File: src/rtl/cmp_ctl_pkg.sv
package cmp_ctl_pkg;
	// register byte addresses on the bus
	localparam logic [7:0] OFS_CONTROL   = 8'h00;
	localparam logic [7:0] OFS_FLAGS     = 8'h04;
	localparam logic [7:0] OFS_ENABLES   = 8'h08;
	localparam logic [7:0] OFS_MASTER    = 8'h0C;
	localparam logic [7:0] OFS_DIRECTION = 8'h10;
	localparam logic [7:0] OFS_LATCH     = 8'h14;
	localparam logic [7:0] OFS_ANALOG    = 8'h18;
	localparam logic [7:0] OFS_PORT_READ = 8'h1C;

	// comparator_control field positions
	localparam int CTL_B_RESULT = 7;
	localparam int CTL_A_RESULT = 6;
	localparam int CTL_B_INVERT = 5;
	localparam int CTL_A_INVERT = 4;
	localparam int CTL_IN_SWITCH = 3;
	localparam int CTL_MODE_HI  = 2;

	// interrupt bit positions
	localparam int FLAG_BIT       = 6;
	localparam int PERIPH_EN_BIT  = 6;
	localparam int GLOBAL_EN_BIT  = 7;

	// port pins that carry the comparator results
	localparam int PIN_A_OUT = 1;
	localparam int PIN_B_OUT = 2;

	// reset values
	localparam logic [5:0] CTL_RESET       = 6'h07;
	localparam logic [7:0] DIRECTION_RESET = 8'hFE;
	localparam logic [7:0] ANALOG_RESET    = 8'h7E;

	// mode encodings
	localparam logic [2:0] MODE_MUX_FOUR  = 3'h6;
	localparam logic [2:0] MODE_OFF       = 3'h7;
	localparam logic [2:0] MODE_ROUTE_ONE = 3'h3;
	localparam logic [2:0] MODE_ROUTE_TWO = 3'h5;

	localparam logic [1:0] RESP_OKAY   = 2'h0;
	localparam logic [1:0] RESP_SLVERR = 2'h2;
endpackage

File: src/rtl/cmp_det_if.sv
`timescale 1ns/1ps
// carries raw results in, conditioned results and mismatch out
interface cmp_det_if;
	logic [1:0] raw;
	logic [1:0] invert;
	logic       snap_take;
	logic [1:0] result;
	logic       mismatch;
	modport det (input raw, input invert, input snap_take, output result, output mismatch);
	modport ctl (output raw, output invert, output snap_take, input result, input mismatch);
endinterface

File: src/rtl/cmp_change_detect.sv
`timescale 1ns/1ps
// synchronises the comparator results and flags a difference from the last snapshot
module cmp_change_detect (
	// clock and reset
	input wire logic MCLK,
	input wire logic RESET_N,
	// link to the control block
	cmp_det_if.det   dif
);
	logic [1:0] sync1_reg;
	logic [1:0] sync2_reg;
	logic [1:0] snap_reg;

	// two-stage synchroniser; first stage feeds only the second
	always_ff @(posedge MCLK or negedge RESET_N) begin
		if (!RESET_N) begin
			sync1_reg <= 2'h0;
			sync2_reg <= 2'h0;
		end else begin
			sync1_reg <= dif.raw;
			sync2_reg <= sync1_reg;
		end
	end

	// polarity applied after the crossing so an invert change is seen as a change too
	assign dif.result = sync2_reg ^ dif.invert;

	// snapshot taken on every control register access; a change in that very
	// cycle still differs from the old snapshot and sets the flag all the same
	always_ff @(posedge MCLK or negedge RESET_N) begin
		if (!RESET_N) begin
			snap_reg <= 2'h0;
		end else if (dif.snap_take) begin
			snap_reg <= dif.result;
		end
	end

	assign dif.mismatch = (snap_reg != dif.result);
endmodule

File: src/rtl/cmp_ctl_top.sv
// Register access over AXI4-Lite and the register addresses are this design's own decisions.
`timescale 1ns/1ps
// Overview of operation
// - result bit set when plus input exceeds minus
// - bits 5 and 4 invert comparator b and a
// - bits 7 and 6 show results, read-only
// - bits 2 to 0 select eight modes
// - mode 110: input switch picks minus pins
// - internal reference to plus inputs, mode 110
// - routing modes drive two pins, unsynchronized results
// - direction bits still enable those pins
// - analog pins read back as zero
// - any result change sets the flag
// - software writes zero clears, one sets flag
// - request needs three enables; flag sets regardless
// - change during access may not set flag; this design still sets it
// - control access ends the mismatch condition
// - persisting mismatch keeps setting the flag
// - reset puts mode at 111, comparators off
module cmp_ctl_top
	import cmp_ctl_pkg::*;
(
	// clock and reset
	input  wire logic        MCLK,
	input  wire logic        RESET_N,
	// axi4-lite write address and data
	input  wire logic [7:0]  S_AXI_AWADDR,
	input  wire logic        S_AXI_AWVALID,
	output logic             S_AXI_AWREADY,
	input  wire logic [31:0] S_AXI_WDATA,
	input  wire logic [3:0]  S_AXI_WSTRB,
	input  wire logic        S_AXI_WVALID,
	output logic             S_AXI_WREADY,
	// axi4-lite write response
	output logic [1:0]       S_AXI_BRESP,
	output logic             S_AXI_BVALID,
	input  wire logic        S_AXI_BREADY,
	// axi4-lite read
	input  wire logic [7:0]  S_AXI_ARADDR,
	input  wire logic        S_AXI_ARVALID,
	output logic             S_AXI_ARREADY,
	output logic [31:0]      S_AXI_RDATA,
	output logic [1:0]       S_AXI_RRESP,
	output logic             S_AXI_RVALID,
	input  wire logic        S_AXI_RREADY,
	// analog comparator results, asynchronous
	input  wire logic        CMP_A_RAW,
	input  wire logic        CMP_B_RAW,
	// analog switch controls
	output logic             CMP_A_ON,
	output logic             CMP_B_ON,
	output logic [2:0]       MODE_SEL,
	output logic             INPUT_SWITCH,
	output logic             REF_TO_PLUS,
	// port f pins
	input  wire logic [7:0]  PORT_F_IN,
	output logic [7:0]       PORT_F_OUT,
	output logic [7:0]       PORT_F_OE,
	// interrupt request to the processor
	output logic             CMP_IRQ_REQ
);
	logic [5:0] ctl_reg;
	logic       flag_reg;
	logic       cmp_en_reg;
	logic [1:0] master_reg;
	logic [7:0] dir_reg;
	logic [7:0] latch_reg;
	logic [7:0] analog_reg;
	logic       wr_fire;
	logic       rd_fire;
	logic       ctl_access;
	logic [7:0] wbyte;
	logic [7:0] rd_next;
	logic       rd_hit;
	logic       wr_hit;
	logic       route_on;
	logic [7:0] pin_drive;

	cmp_det_if dif ();

	cmp_change_detect u_det (
		.MCLK    (MCLK),
		.RESET_N (RESET_N),
		.dif     (dif)
	);

	// does this mode route the results onto the port pins
	function automatic logic mode_routes(input logic [2:0] m);
		return (m == MODE_ROUTE_ONE) || (m == MODE_ROUTE_TWO);
	endfunction

	// register offsets that answer on the bus
	function automatic logic addr_mapped(input logic [7:0] a);
		return (a == OFS_CONTROL) || (a == OFS_FLAGS) || (a == OFS_ENABLES)
			|| (a == OFS_MASTER) || (a == OFS_DIRECTION) || (a == OFS_LATCH)
			|| (a == OFS_ANALOG) || (a == OFS_PORT_READ);
	endfunction

	// handshakes: both write channels are held ready together, so order is moot
	assign wr_fire = S_AXI_AWVALID && S_AXI_AWREADY && S_AXI_WVALID && S_AXI_WREADY;
	assign rd_fire = S_AXI_ARVALID && S_AXI_ARREADY;
	assign wbyte   = S_AXI_WDATA[7:0];
	assign wr_hit  = wr_fire && S_AXI_WSTRB[0];
	assign ctl_access = (wr_fire && S_AXI_AWADDR == OFS_CONTROL)
		|| (rd_fire && S_AXI_ARADDR == OFS_CONTROL);

	assign dif.raw       = {CMP_B_RAW, CMP_A_RAW};
	assign dif.invert    = ctl_reg[CTL_B_INVERT:CTL_A_INVERT];
	assign dif.snap_take = ctl_access;

	// write channel readiness waits for both address and data
	always_ff @(posedge MCLK or negedge RESET_N) begin
		if (!RESET_N) begin
			S_AXI_AWREADY <= 1'b0;
			S_AXI_WREADY  <= 1'b0;
		end else if (wr_fire) begin
			S_AXI_AWREADY <= 1'b0;
			S_AXI_WREADY  <= 1'b0;
		end else if (S_AXI_AWVALID && S_AXI_WVALID && !S_AXI_BVALID) begin
			S_AXI_AWREADY <= 1'b1;
			S_AXI_WREADY  <= 1'b1;
		end
	end

	// write response, slverr for unmapped offsets
	always_ff @(posedge MCLK or negedge RESET_N) begin
		if (!RESET_N) begin
			S_AXI_BVALID <= 1'b0;
			S_AXI_BRESP  <= RESP_OKAY;
		end else if (wr_fire) begin
			S_AXI_BVALID <= 1'b1;
			S_AXI_BRESP  <= addr_mapped(S_AXI_AWADDR) ? RESP_OKAY : RESP_SLVERR;
		end else if (S_AXI_BREADY) begin
			S_AXI_BVALID <= 1'b0;
		end
	end

	// read address acceptance, one read outstanding
	always_ff @(posedge MCLK or negedge RESET_N) begin
		if (!RESET_N) begin
			S_AXI_ARREADY <= 1'b0;
		end else if (rd_fire) begin
			S_AXI_ARREADY <= 1'b0;
		end else if (S_AXI_ARVALID && !S_AXI_RVALID) begin
			S_AXI_ARREADY <= 1'b1;
		end
	end

	// read data mux; result bits come live from the synchroniser
	// so a read always shows the level the change detector compares against
	always_comb begin
		rd_next = 8'h00;
		rd_hit  = 1'b1;
		unique case (S_AXI_ARADDR)
			OFS_CONTROL:   rd_next = {dif.result, ctl_reg};
			OFS_FLAGS:     rd_next = 8'(flag_reg) << FLAG_BIT;
			OFS_ENABLES:   rd_next = 8'(cmp_en_reg) << PERIPH_EN_BIT;
			OFS_MASTER:    rd_next = {master_reg, 6'h00};
			OFS_DIRECTION: rd_next = dir_reg;
			OFS_LATCH:     rd_next = latch_reg;
			OFS_ANALOG:    rd_next = analog_reg;
			OFS_PORT_READ: rd_next = PORT_F_IN & ~analog_reg;
			default:       rd_hit  = 1'b0;
		endcase
	end

	// read response holds until the master takes it
	always_ff @(posedge MCLK or negedge RESET_N) begin
		if (!RESET_N) begin
			S_AXI_RVALID <= 1'b0;
			S_AXI_RDATA  <= 32'h00000000;
			S_AXI_RRESP  <= RESP_OKAY;
		end else if (rd_fire) begin
			S_AXI_RVALID <= 1'b1;
			S_AXI_RDATA  <= {24'h000000, rd_next};
			S_AXI_RRESP  <= rd_hit ? RESP_OKAY : RESP_SLVERR;
		end else if (S_AXI_RREADY) begin
			S_AXI_RVALID <= 1'b0;
		end
	end

	// control register; result bits are not stored so writes to them vanish
	always_ff @(posedge MCLK or negedge RESET_N) begin
		if (!RESET_N) begin
			ctl_reg <= CTL_RESET;
		end else if (wr_hit && S_AXI_AWADDR == OFS_CONTROL) begin
			ctl_reg <= wbyte[5:0];
		end
	end

	// comparator interrupt enable
	always_ff @(posedge MCLK or negedge RESET_N) begin
		if (!RESET_N) begin
			cmp_en_reg <= 1'b0;
		end else if (wr_hit && S_AXI_AWADDR == OFS_ENABLES) begin
			cmp_en_reg <= wbyte[PERIPH_EN_BIT];
		end
	end

	// global and peripheral enables share one register
	always_ff @(posedge MCLK or negedge RESET_N) begin
		if (!RESET_N) begin
			master_reg <= 2'h0;
		end else if (wr_hit && S_AXI_AWADDR == OFS_MASTER) begin
			master_reg <= wbyte[GLOBAL_EN_BIT:PERIPH_EN_BIT];
		end
	end

	// port direction; a set bit keeps the pin released
	always_ff @(posedge MCLK or negedge RESET_N) begin
		if (!RESET_N) begin
			dir_reg <= DIRECTION_RESET;
		end else if (wr_hit && S_AXI_AWADDR == OFS_DIRECTION) begin
			dir_reg <= wbyte;
		end
	end

	// port output latch, hidden on the two pins while routing
	always_ff @(posedge MCLK or negedge RESET_N) begin
		if (!RESET_N) begin
			latch_reg <= 8'h00;
		end else if (wr_hit && S_AXI_AWADDR == OFS_LATCH) begin
			latch_reg <= wbyte;
		end
	end

	// analog select; those pins read back as zero
	always_ff @(posedge MCLK or negedge RESET_N) begin
		if (!RESET_N) begin
			analog_reg <= ANALOG_RESET;
		end else if (wr_hit && S_AXI_AWADDR == OFS_ANALOG) begin
			analog_reg <= wbyte;
		end
	end

	// flag: a persisting mismatch wins over a software clear in the same cycle
	// a clear written while the results still differ from the snapshot is lost,
	// so software must touch the control register before clearing
	always_ff @(posedge MCLK or negedge RESET_N) begin
		if (!RESET_N) begin
			flag_reg <= 1'b0;
		end else if (dif.mismatch) begin
			flag_reg <= 1'b1;
		end else if (wr_hit && S_AXI_AWADDR == OFS_FLAGS) begin
			flag_reg <= wbyte[FLAG_BIT];
		end
	end

	// request gated by all three enables; software must mask it over mode changes
	always_ff @(posedge MCLK or negedge RESET_N) begin
		if (!RESET_N) begin
			CMP_IRQ_REQ <= 1'b0;
		end else begin
			CMP_IRQ_REQ <= flag_reg && cmp_en_reg && master_reg[1] && master_reg[0];
		end
	end

	// analog switch controls decoded from the mode field
	always_ff @(posedge MCLK or negedge RESET_N) begin
		if (!RESET_N) begin
			CMP_A_ON     <= 1'b0;
			CMP_B_ON     <= 1'b0;
			MODE_SEL     <= MODE_OFF;
			INPUT_SWITCH <= 1'b0;
			REF_TO_PLUS  <= 1'b0;
		end else begin
			CMP_A_ON     <= ctl_reg[CTL_MODE_HI:0] != MODE_OFF;
			CMP_B_ON     <= ctl_reg[CTL_MODE_HI:0] != MODE_OFF;
			MODE_SEL     <= ctl_reg[CTL_MODE_HI:0];
			INPUT_SWITCH <= (ctl_reg[CTL_MODE_HI:0] == MODE_MUX_FOUR)
				&& ctl_reg[CTL_IN_SWITCH];
			REF_TO_PLUS  <= ctl_reg[CTL_MODE_HI:0] == MODE_MUX_FOUR;
		end
	end

	// output enables from the direction bits, also while routing
	always_ff @(posedge MCLK or negedge RESET_N) begin
		if (!RESET_N) begin
			PORT_F_OE <= 8'h00;
		end else begin
			PORT_F_OE <= ~dir_reg;
		end
	end

	// pin data: the routed results bypass every flop on purpose, so these two
	// bits follow the analog comparators with no clock delay
	assign route_on = mode_routes(ctl_reg[CTL_MODE_HI:0]);
	always_comb begin
		pin_drive = latch_reg;
		if (route_on) begin
			pin_drive[PIN_A_OUT] = CMP_A_RAW ^ ctl_reg[CTL_A_INVERT];
			pin_drive[PIN_B_OUT] = CMP_B_RAW ^ ctl_reg[CTL_B_INVERT];
		end
	end
	assign PORT_F_OUT = pin_drive;
endmodule

File: config.mk
export PLATFORM = sky130hd
export DESIGN_NAME = cmp_ctl_top
export DESIGN_NICKNAME = d
export VERILOG_FILES = /design/src/rtl/cmp_ctl_pkg.sv /design/src/rtl/cmp_det_if.sv /design/src/rtl/cmp_change_detect.sv /design/src/rtl/cmp_ctl_top.sv
export SDC_FILE = /design/constraint.sdc
export NUM_CORES = 1
export LEC_CHECK = 0
export BUFFER_PORTS_ARGS = -buffer_cell sky130_fd_sc_hd__buf_2
export CAP_MARGIN = 10
export CORE_UTILIZATION = 48
export CTS_CLUSTER_DIAMETER = 150
export DETAILED_ROUTE_END_ITERATION = 10
export HOLD_SLACK_MARGIN = 0.1
export PLACE_DENSITY_LB_ADDON = 0.1
export SETUP_SLACK_MARGIN = 0.5
export SYNTH_ARGS = -nofsm -noshare
export SYNTH_HDL_FRONTEND = slang
export SYNTH_HIERARCHICAL = 1
export SYNTH_SLANG_ARGS = --single-unit
File: constraint.sdc
create_clock -name MCLK -period 2.2 [get_ports MCLK]
set_input_delay 0.66 -clock MCLK [delete_from_list [all_inputs] [get_ports MCLK]]
set_output_delay 0.66 -clock MCLK [all_outputs]
set_load 0.01 [all_outputs]
==> results of run 1 <==
==> critical path: stages <==
cell	delay (ns)
buf_6	0.09
or4_1	0.50
or3_4	0.39
nor3b_4	0.20
and3_4	0.22
mux2_1	0.32
==> through the flow <==
stage	power (mW)	instance area [sq um]	hold WS, ns	utilization
finish	2.51	4020	0.295	0.619
global route	2.62	4020	0.320	0.619
CTS	2.53	3990	0.296	0.614
detailed placement	1.61	3770	0.340	0.580
global placement	1.60	3770	0.333	0.580
floorplan	1.52	3480	0.331	-
==> logic make-up after synthesis <==
| group | Yosys count | share of synthesized area |
|---|---|---|
| AOI/OAI and AO/OA | 42 | 0.0829 |
| xor gates and xnor gates | 7 | 0.0271 |
| buffers and inverters | 57 | 0.105 |
| DFF | 69 | 0.527 |
| muxes | 34 | 0.128 |
| other | 1 | 0.00113 |
| and+or+nand+nor | 76 | 0.128 |
==> final cells by class <==
| type | instances | area share |
|---|---|---|
| Tap cell | 77 | 0.0240 |
| Sequential cell | 69 | 0.436 |
| Timing Repair Buffer | 96 | 0.140 |
| Clock buffer | 14 | 0.0405 |
| Clock inverter | 2 | 0.00249 |
| Inverter | 15 | 0.0140 |
| Multi-Input combinational cell | 185 | 0.343 |
==> where the power goes <==
| group | internal [mW] | total [mW] | switching (mW) |
|---|---|---|---|
| sequential | 1.30 | 1.33 | 0.0218 |
| combinational | 0.109 | 0.265 | 0.156 |
| clock | 0.469 | 0.922 | 0.453 |
| total | 1.88 | 2.51 | 0.630 |
==> what timing repair did <==
item | 4_1_cts | 5_1_grt
pin swaps | 5 | 1
setup endpoints to repair | 38 | 39
setup buffers | 3 | 0
gates resized for setup | 6 | 6
==> per-layer routing <==
metal | vias to the layer above | routed length, microns | track usage
met5 | - | 0 | 0
met4 | 0 | 132 | 0.0924
met3 | 11 | 353 | 0.0418
met2 | 88 | 3310 | 0.342
met1 | 1153 | 3140 | 0.276
li1 | 1110 | - | -
==> worst paths after layout <==
kind / slack [ns] / start / end
setup / recovery: 0.06 / S_AXI_AWADDR[0] / master_reg[1]
hold / removal: 0.29 / RESET_N / latch_reg[7]
setup reg to reg: 0.37 / S_AXI_WREADY / master_reg[1]
hold reg to reg: 0.35 / u_det/sync1_reg[0] / u_det/sync2_reg[0]
max in group asynchronous: 1.29 / RESET_N / MODE_SEL[1]
min in group MCLK: 0.35 / u_det/sync1_reg[0] / u_det/sync2_reg[0]
==> cells in the final DEF, fill, tap and decap left out, types with 4 or more instances in the layout <==
master	n
nor2b_1	7
dfrtp_1	50
dfstp_2	19
o21ai_1	10
nand2_1	26
mux2_4	4
mux2_2	23
mux4_2	4
nand3_1	6
conb_1	26
o21ai_0	8
buf_2	79
buf_4	13
a21oi_1	6
clkbuf_8	11
nor2_1	10
a22o_1	5
inv_1	15
==> key figures, run 1 <==
Run status
  • Status: completed

Yosys
  • Synth top cells by count: dfrtp_1 (50), buf_4 (34), nand2_1 (28)
  • Cells after synthesis: between 200 and 300
  • Async set or reset register ratio after synthesis: 1.00
  • Most frequent cell after synthesis: dfrtp_1
  • Yosys top cell area share: 0.377
  • Cell variety after synth: 50
  • Largest area contributor in the netlist: dfrtp_1
  • Yosys reg bits: 69
  • Netlist Area Pre-Place: approximately 0.0033 sq mm
  • Syn Area/Cell: ~12 sq um
  • Main area contributors after synthesis: dfrtp_1 (38%), dfstp_2 (15%), mux2_2 (8.5%)
  • Post-synthesis sequential area ratio: 0.527
  • Most used DFF post-synth: dfrtp_1
  • Yosys Warn Count: 6
  • Post-synth EDFFs: 0

Worst setup path
  • CP required: 2.43 ns
  • Worst R2R Path Depth: 5
  • CP Class: in2reg
  • CP max FO: 5
  • Arr. time, crit path: 2.38 ns
  • Critical path startpoint category: input port
  • Element type at the critical path end: flip-flop

STA
  • RSZ-0062 raised after global routing: yes
  • Setup TNS: 0 ns
  • Slew headroom: 0.624
  • Worst Tran Pin Value: roughly 0.56 ns
  • Tcrit/Tclk final: 0.974
  • Hold Fails Final Rpt: 0
  • Final setup margin: 0.0565 ns
  • Fin. max-slew vios: 0
  • Clock skew after layout: 0.00933 ns
  • Final setup fails: 0
  • Fmax: ~470 MHz
  • Min cycle time layout: 2.14 ns

Drt
  • # DRC: 0
  • Total number of vias: ~2,400
  • Vias per inst: just over 5
  • Initial DRC Count: 76
  • 1st-pass router iterations: 4
  • DRT antenna net count: 0
  • WL/cell: 15.1 microns
  • Post-Route WL: 6940 microns

Floorplan
  • Row Count: 29
  • # IOs: around 130
  • Die area: about 0.0073 sq mm
  • CORE AREA: about 0.0065 sq mm
  • Starting Density: 0.511
  • Die W: between 80 and 90 microns
  • Die Ht: 85.2 microns

Cells and area
  • Area delta synth->final: 21.0%
  • Nets@finish: 445
  • Layout Cells excl Fill: around 460
  • Sequential standard cell area: approximately 0.0018 sq mm
  • Multi-input logic area: ~0.0014 sq mm
  • # fillers: 560
  • Layout cells sized above 1: 0.457
  • Diode count: 0

Hold path
  • Worst Hold Class: in2async

Place
  • Port bufs: 80
  • Post-DP HPWL: between 5000 and 6000 microns
  • Final Wtd Congestion: roughly 0.76
  • Post-Place Worst Slack: -0.308 ns
  • Placed Instances: ~440

Global routing
  • Antenna violations before repair: 0
  • Total gr overflow: 0
  • GRT Total Usage: 0.211
  • First-pass GRT wire length: between 10,000 and 15,000 microns
  • Pin count of the biggest net entering global routing: 26
  • Number of global-route vias before repair: around 2,300

Clock tree
  • Clk sinks: 69
  • Root Buffer: clkbuf_8
  • CTS clock-pin slew for the worst setup and hold paths: roughly 0.070 ns
  • Max H-tree Level: 3
  • CTS Buf Count: 9
  • CTS tree: built
  • Post-CTS Hold Fix Bufs: 0
  • Clk_lat worst skew: 0.35 ns
  • Clock buffer depth: 2

Power and ir drop
  • PD cells: roughly 630 mW/mm^2
  • Lkg Pwr: ~2.1 nW
  • Peak supply drop: 0.406 mV

Run
  • # Max-Cap Violations: 0
Note: power is estimated with default switching activity, not from simulation.
==> inputs of run 2 (changes only) <==
GPL_TIMING_DRIVEN = 0   (was default)
==> key figures, run 2 (synthesis gave the netlist of run 1 again) <==
Floorplan
  • Starting Density: 0.511 (unchanged)
  • CORE AREA: 0.00649 sq mm (unchanged)
  • Row Count: 29 (unchanged)
  • Die Ht: 85.2 microns (unchanged)
  • Die W: 85.2 microns (unchanged)
  • Die area: 0.00725 sq mm (unchanged)
  • # IOs: 134 (unchanged)

Worst setup path
  • CP Class: in2reg
  • CP max stage cell: or4_4
  • R2R setup slack: 0.35 ns (-0.02 ns)
  • Reg-to-reg endpoint: master_reg[1]
  • Worst-path cell chain: buf_6 > or4_4 > or3_4 > nor3b_4 > and3_4 > mux2_4
  • CP delay by family, top: simple AND/OR/NAND/NOR gates
  • CP required: 2.42 ns (about the same)
  • Element type at the critical path end: flip-flop
  • Worst R2R Path Depth: 5 (unchanged)
  • Worst path max stage delay: 0.51 ns (about the same)
  • Critical path startpoint category: input port
  • Arr. time, crit path: 2.41 ns (+0.03 ns)
  • Worst reg2reg startpoint: S_AXI_WREADY
  • Worst Path Buf+Inv: 1 (unchanged)
  • CP max FO: 5 (unchanged)

Clock tree
  • Root Buffer: clkbuf_8
  • Clk sinks: 69 (unchanged)
  • Post-CTS Hold Fix Bufs: 0 (unchanged)
  • Clk_lat worst skew: 0.34 ns (about the same)
  • CTS Buf Count: 9 (unchanged)
  • CTS clock-pin slew for the worst setup and hold paths: 0.07 ns (about the same)
  • Clock buffer depth: 2 (unchanged)
  • CTS tree: built
  • Max H-tree Level: 3 (unchanged)

Cells and area
  • Nets@finish: 483 (+8.5%)
  • Diode count: 0 (unchanged)
  • Area delta synth->final: 35.1%
  • Most common cell after layout, fill and taps aside: buf_2
  • Layout cells sized above 1: 0.539 (+0.0827)
  • Most frequent cells in the layout: buf_2 (73), dfrtp_1 (50), buf_4 (45)
  • Final core utilization: 0.691 (+0.0720)
  • Sequential standard cell area: 0.00175 sq mm (unchanged)
  • Multi-input logic area: 0.00147 sq mm (+6.4%)
  • # fillers: 485 (-13%)

Drt
  • WL/cell: 15.2 microns (+0.27%)
  • Total number of vias: 2,457 (+4.0%)
  • Initial DRC Count: 125 (+64%)
  • Post-Route WL: 7530 microns (+8.6%)
  • # DRC: 0 (unchanged)
  • DRT antenna net count: 0 (unchanged)
  • 1st-pass router iterations: 4 (unchanged)
  • Vias per inst: 4.95 (-3.9%)

STA
  • Clock skew after layout: 0.0113 ns (+0.00196 ns)
  • Slew headroom: 0.433 (-0.191)
  • Fmax: 456 MHz (-2.2%)
  • Min cycle time layout: 2.19 ns (+0.0477 ns)
  • Tcrit/Tclk final: 0.996 (+0.0217)
  • Final setup fails: 0 (unchanged)
  • Final setup margin: 0.00878 ns (-0.0477 ns)
  • Worst Tran Pin Value: 0.850 ns (+0.287 ns)
  • Fin. max-slew vios: 0 (unchanged)
  • Hold Fails Final Rpt: 0 (unchanged)
  • RSZ-0062 raised after global routing: yes

Hold path
  • Hold path depth: 0
  • Worst Hold End: u_det/sync2_reg[0]
  • Hold path startpoint: u_det/sync1_reg[0]
  • Worst Hold Class: reg2reg

Run status
  • Status: completed

Power and ir drop
  • Peak supply drop: 0.580 mV (+43%)
  • PD cells: 629 mW/mm^2 (+0.63%)
  • Total chip power: 2.82 mW (+12%)
  • Lkg Pwr: 2.37 nW (+12%)

Place
  • Post-Place Worst Slack: -0.450 ns (-0.142 ns)
  • Port bufs: 78 (-2.5%)
  • Post-DP HPWL: 4970 microns (-1.6%)
  • Final Wtd Congestion: 0.769 (+1.1%)

Global routing
  • GRT Max-Usage Layer: met2
  • Total gr overflow: 0 (unchanged)
  • GRT Total Usage: 0.217 (+0.00623)
  • Antenna violations before repair: 0 (unchanged)
  • Met1 Use GR: 0.282 (+0.00578)
  • GR met3 Demand/Resource: 0.0418 (unchanged)
  • GR Layer Usage met2: 0.353 (+0.0110)
  • Number of global-route vias before repair: 2,316 (+1.8%)
  • First-pass GRT wire length: 11,600 microns (+2.1%)
  • Pin count of the biggest net entering global routing: 70 (+170%)

Run
  • # Max-Cap Violations: 0 (unchanged)
-- run 2: changes by cell type in the layout (fill, tap and decap cells not counted), sizes merged --
cell      delta
buf         +31
clkbuf       +6
bufinv       +2
clkinv       -2
clkinvlp     +1
-- run 2: layout make-up --
| cell class | instances | area share |
|---|---|---|
| repair buffers | 92 | 0.119 |
| clock buffers | 13 | 0.0354 |
| well taps | 77 | 0.0215 |
| clock inverters | 3 | 0.0151 |
| plain buffers | 42 | 0.0795 |
| multi-input cells | 185 | 0.327 |
| inverters | 15 | 0.0126 |
| flip-flops and latches | 69 | 0.390 |
-- run 2: worst max-delay path by stage --
stage,from,endpoint,depth (start not counted)
after detailed placement,S_AXI_AWADDR[0],dir_reg[0],6
after CTS,S_AXI_AWADDR[0],master_reg[1],6
final,S_AXI_AWADDR[0],master_reg[1],6
after global placement,S_AXI_AWADDR[0],dir_reg[0],6
after global routing,S_AXI_AWADDR[0],master_reg[1],6
after floorplan,S_AXI_AWADDR[0],master_reg[0],5
-- run 2: metal layers --
layer	routed length, microns	up-vias
li1	-	1184
met1	3340	1174
met2	3610	89
met3	453	10
met4	128	0
met5	0	-
-- run 2: per-stage QoR --
stage          area (sq um)  hold slack (ns)  TNS [ns]  std cells
2_1_floorplan          3480            0.331     -1.80        311
3_3_place_gp           3970            0.333    -10.42        466
3_5_place_dp           3970            0.346    -11.04        466
4_1_cts                4310            0.363         0        489
5_1_grt                4490            0.365  -0.00682        496
6_report               4490            0.357         0        496
-- run 2: report_power, final --
group	total [mW]	leakage (nW)	switching (mW)	internal [mW]
sequential	1.33	0.855	0.0225	1.30
combinational	0.319	1.41	0.167	0.152
clock	1.18	0.110	0.475	0.702
total	2.82	2.37	0.664	2.16
-- run 2: worst register-to-register path, cell delays in order, from the launching register on --
cell,delay (ns)
dfrtp_1,0.41
nand3_1,0.12
or3_4,0.44
nor3b_4,0.23
and3_4,0.23
mux2_4,0.30
-- run 2: repair_timing --
item / in CTS / in global routing
pin swaps: 9 / 5
gates cloned: 1 / 0
hold endpoints to repair: 0 / 0
buffers inserted: 6 / 7
endpoints found under the setup margin: 42 / 47
gates resized for setup: 15 / 31
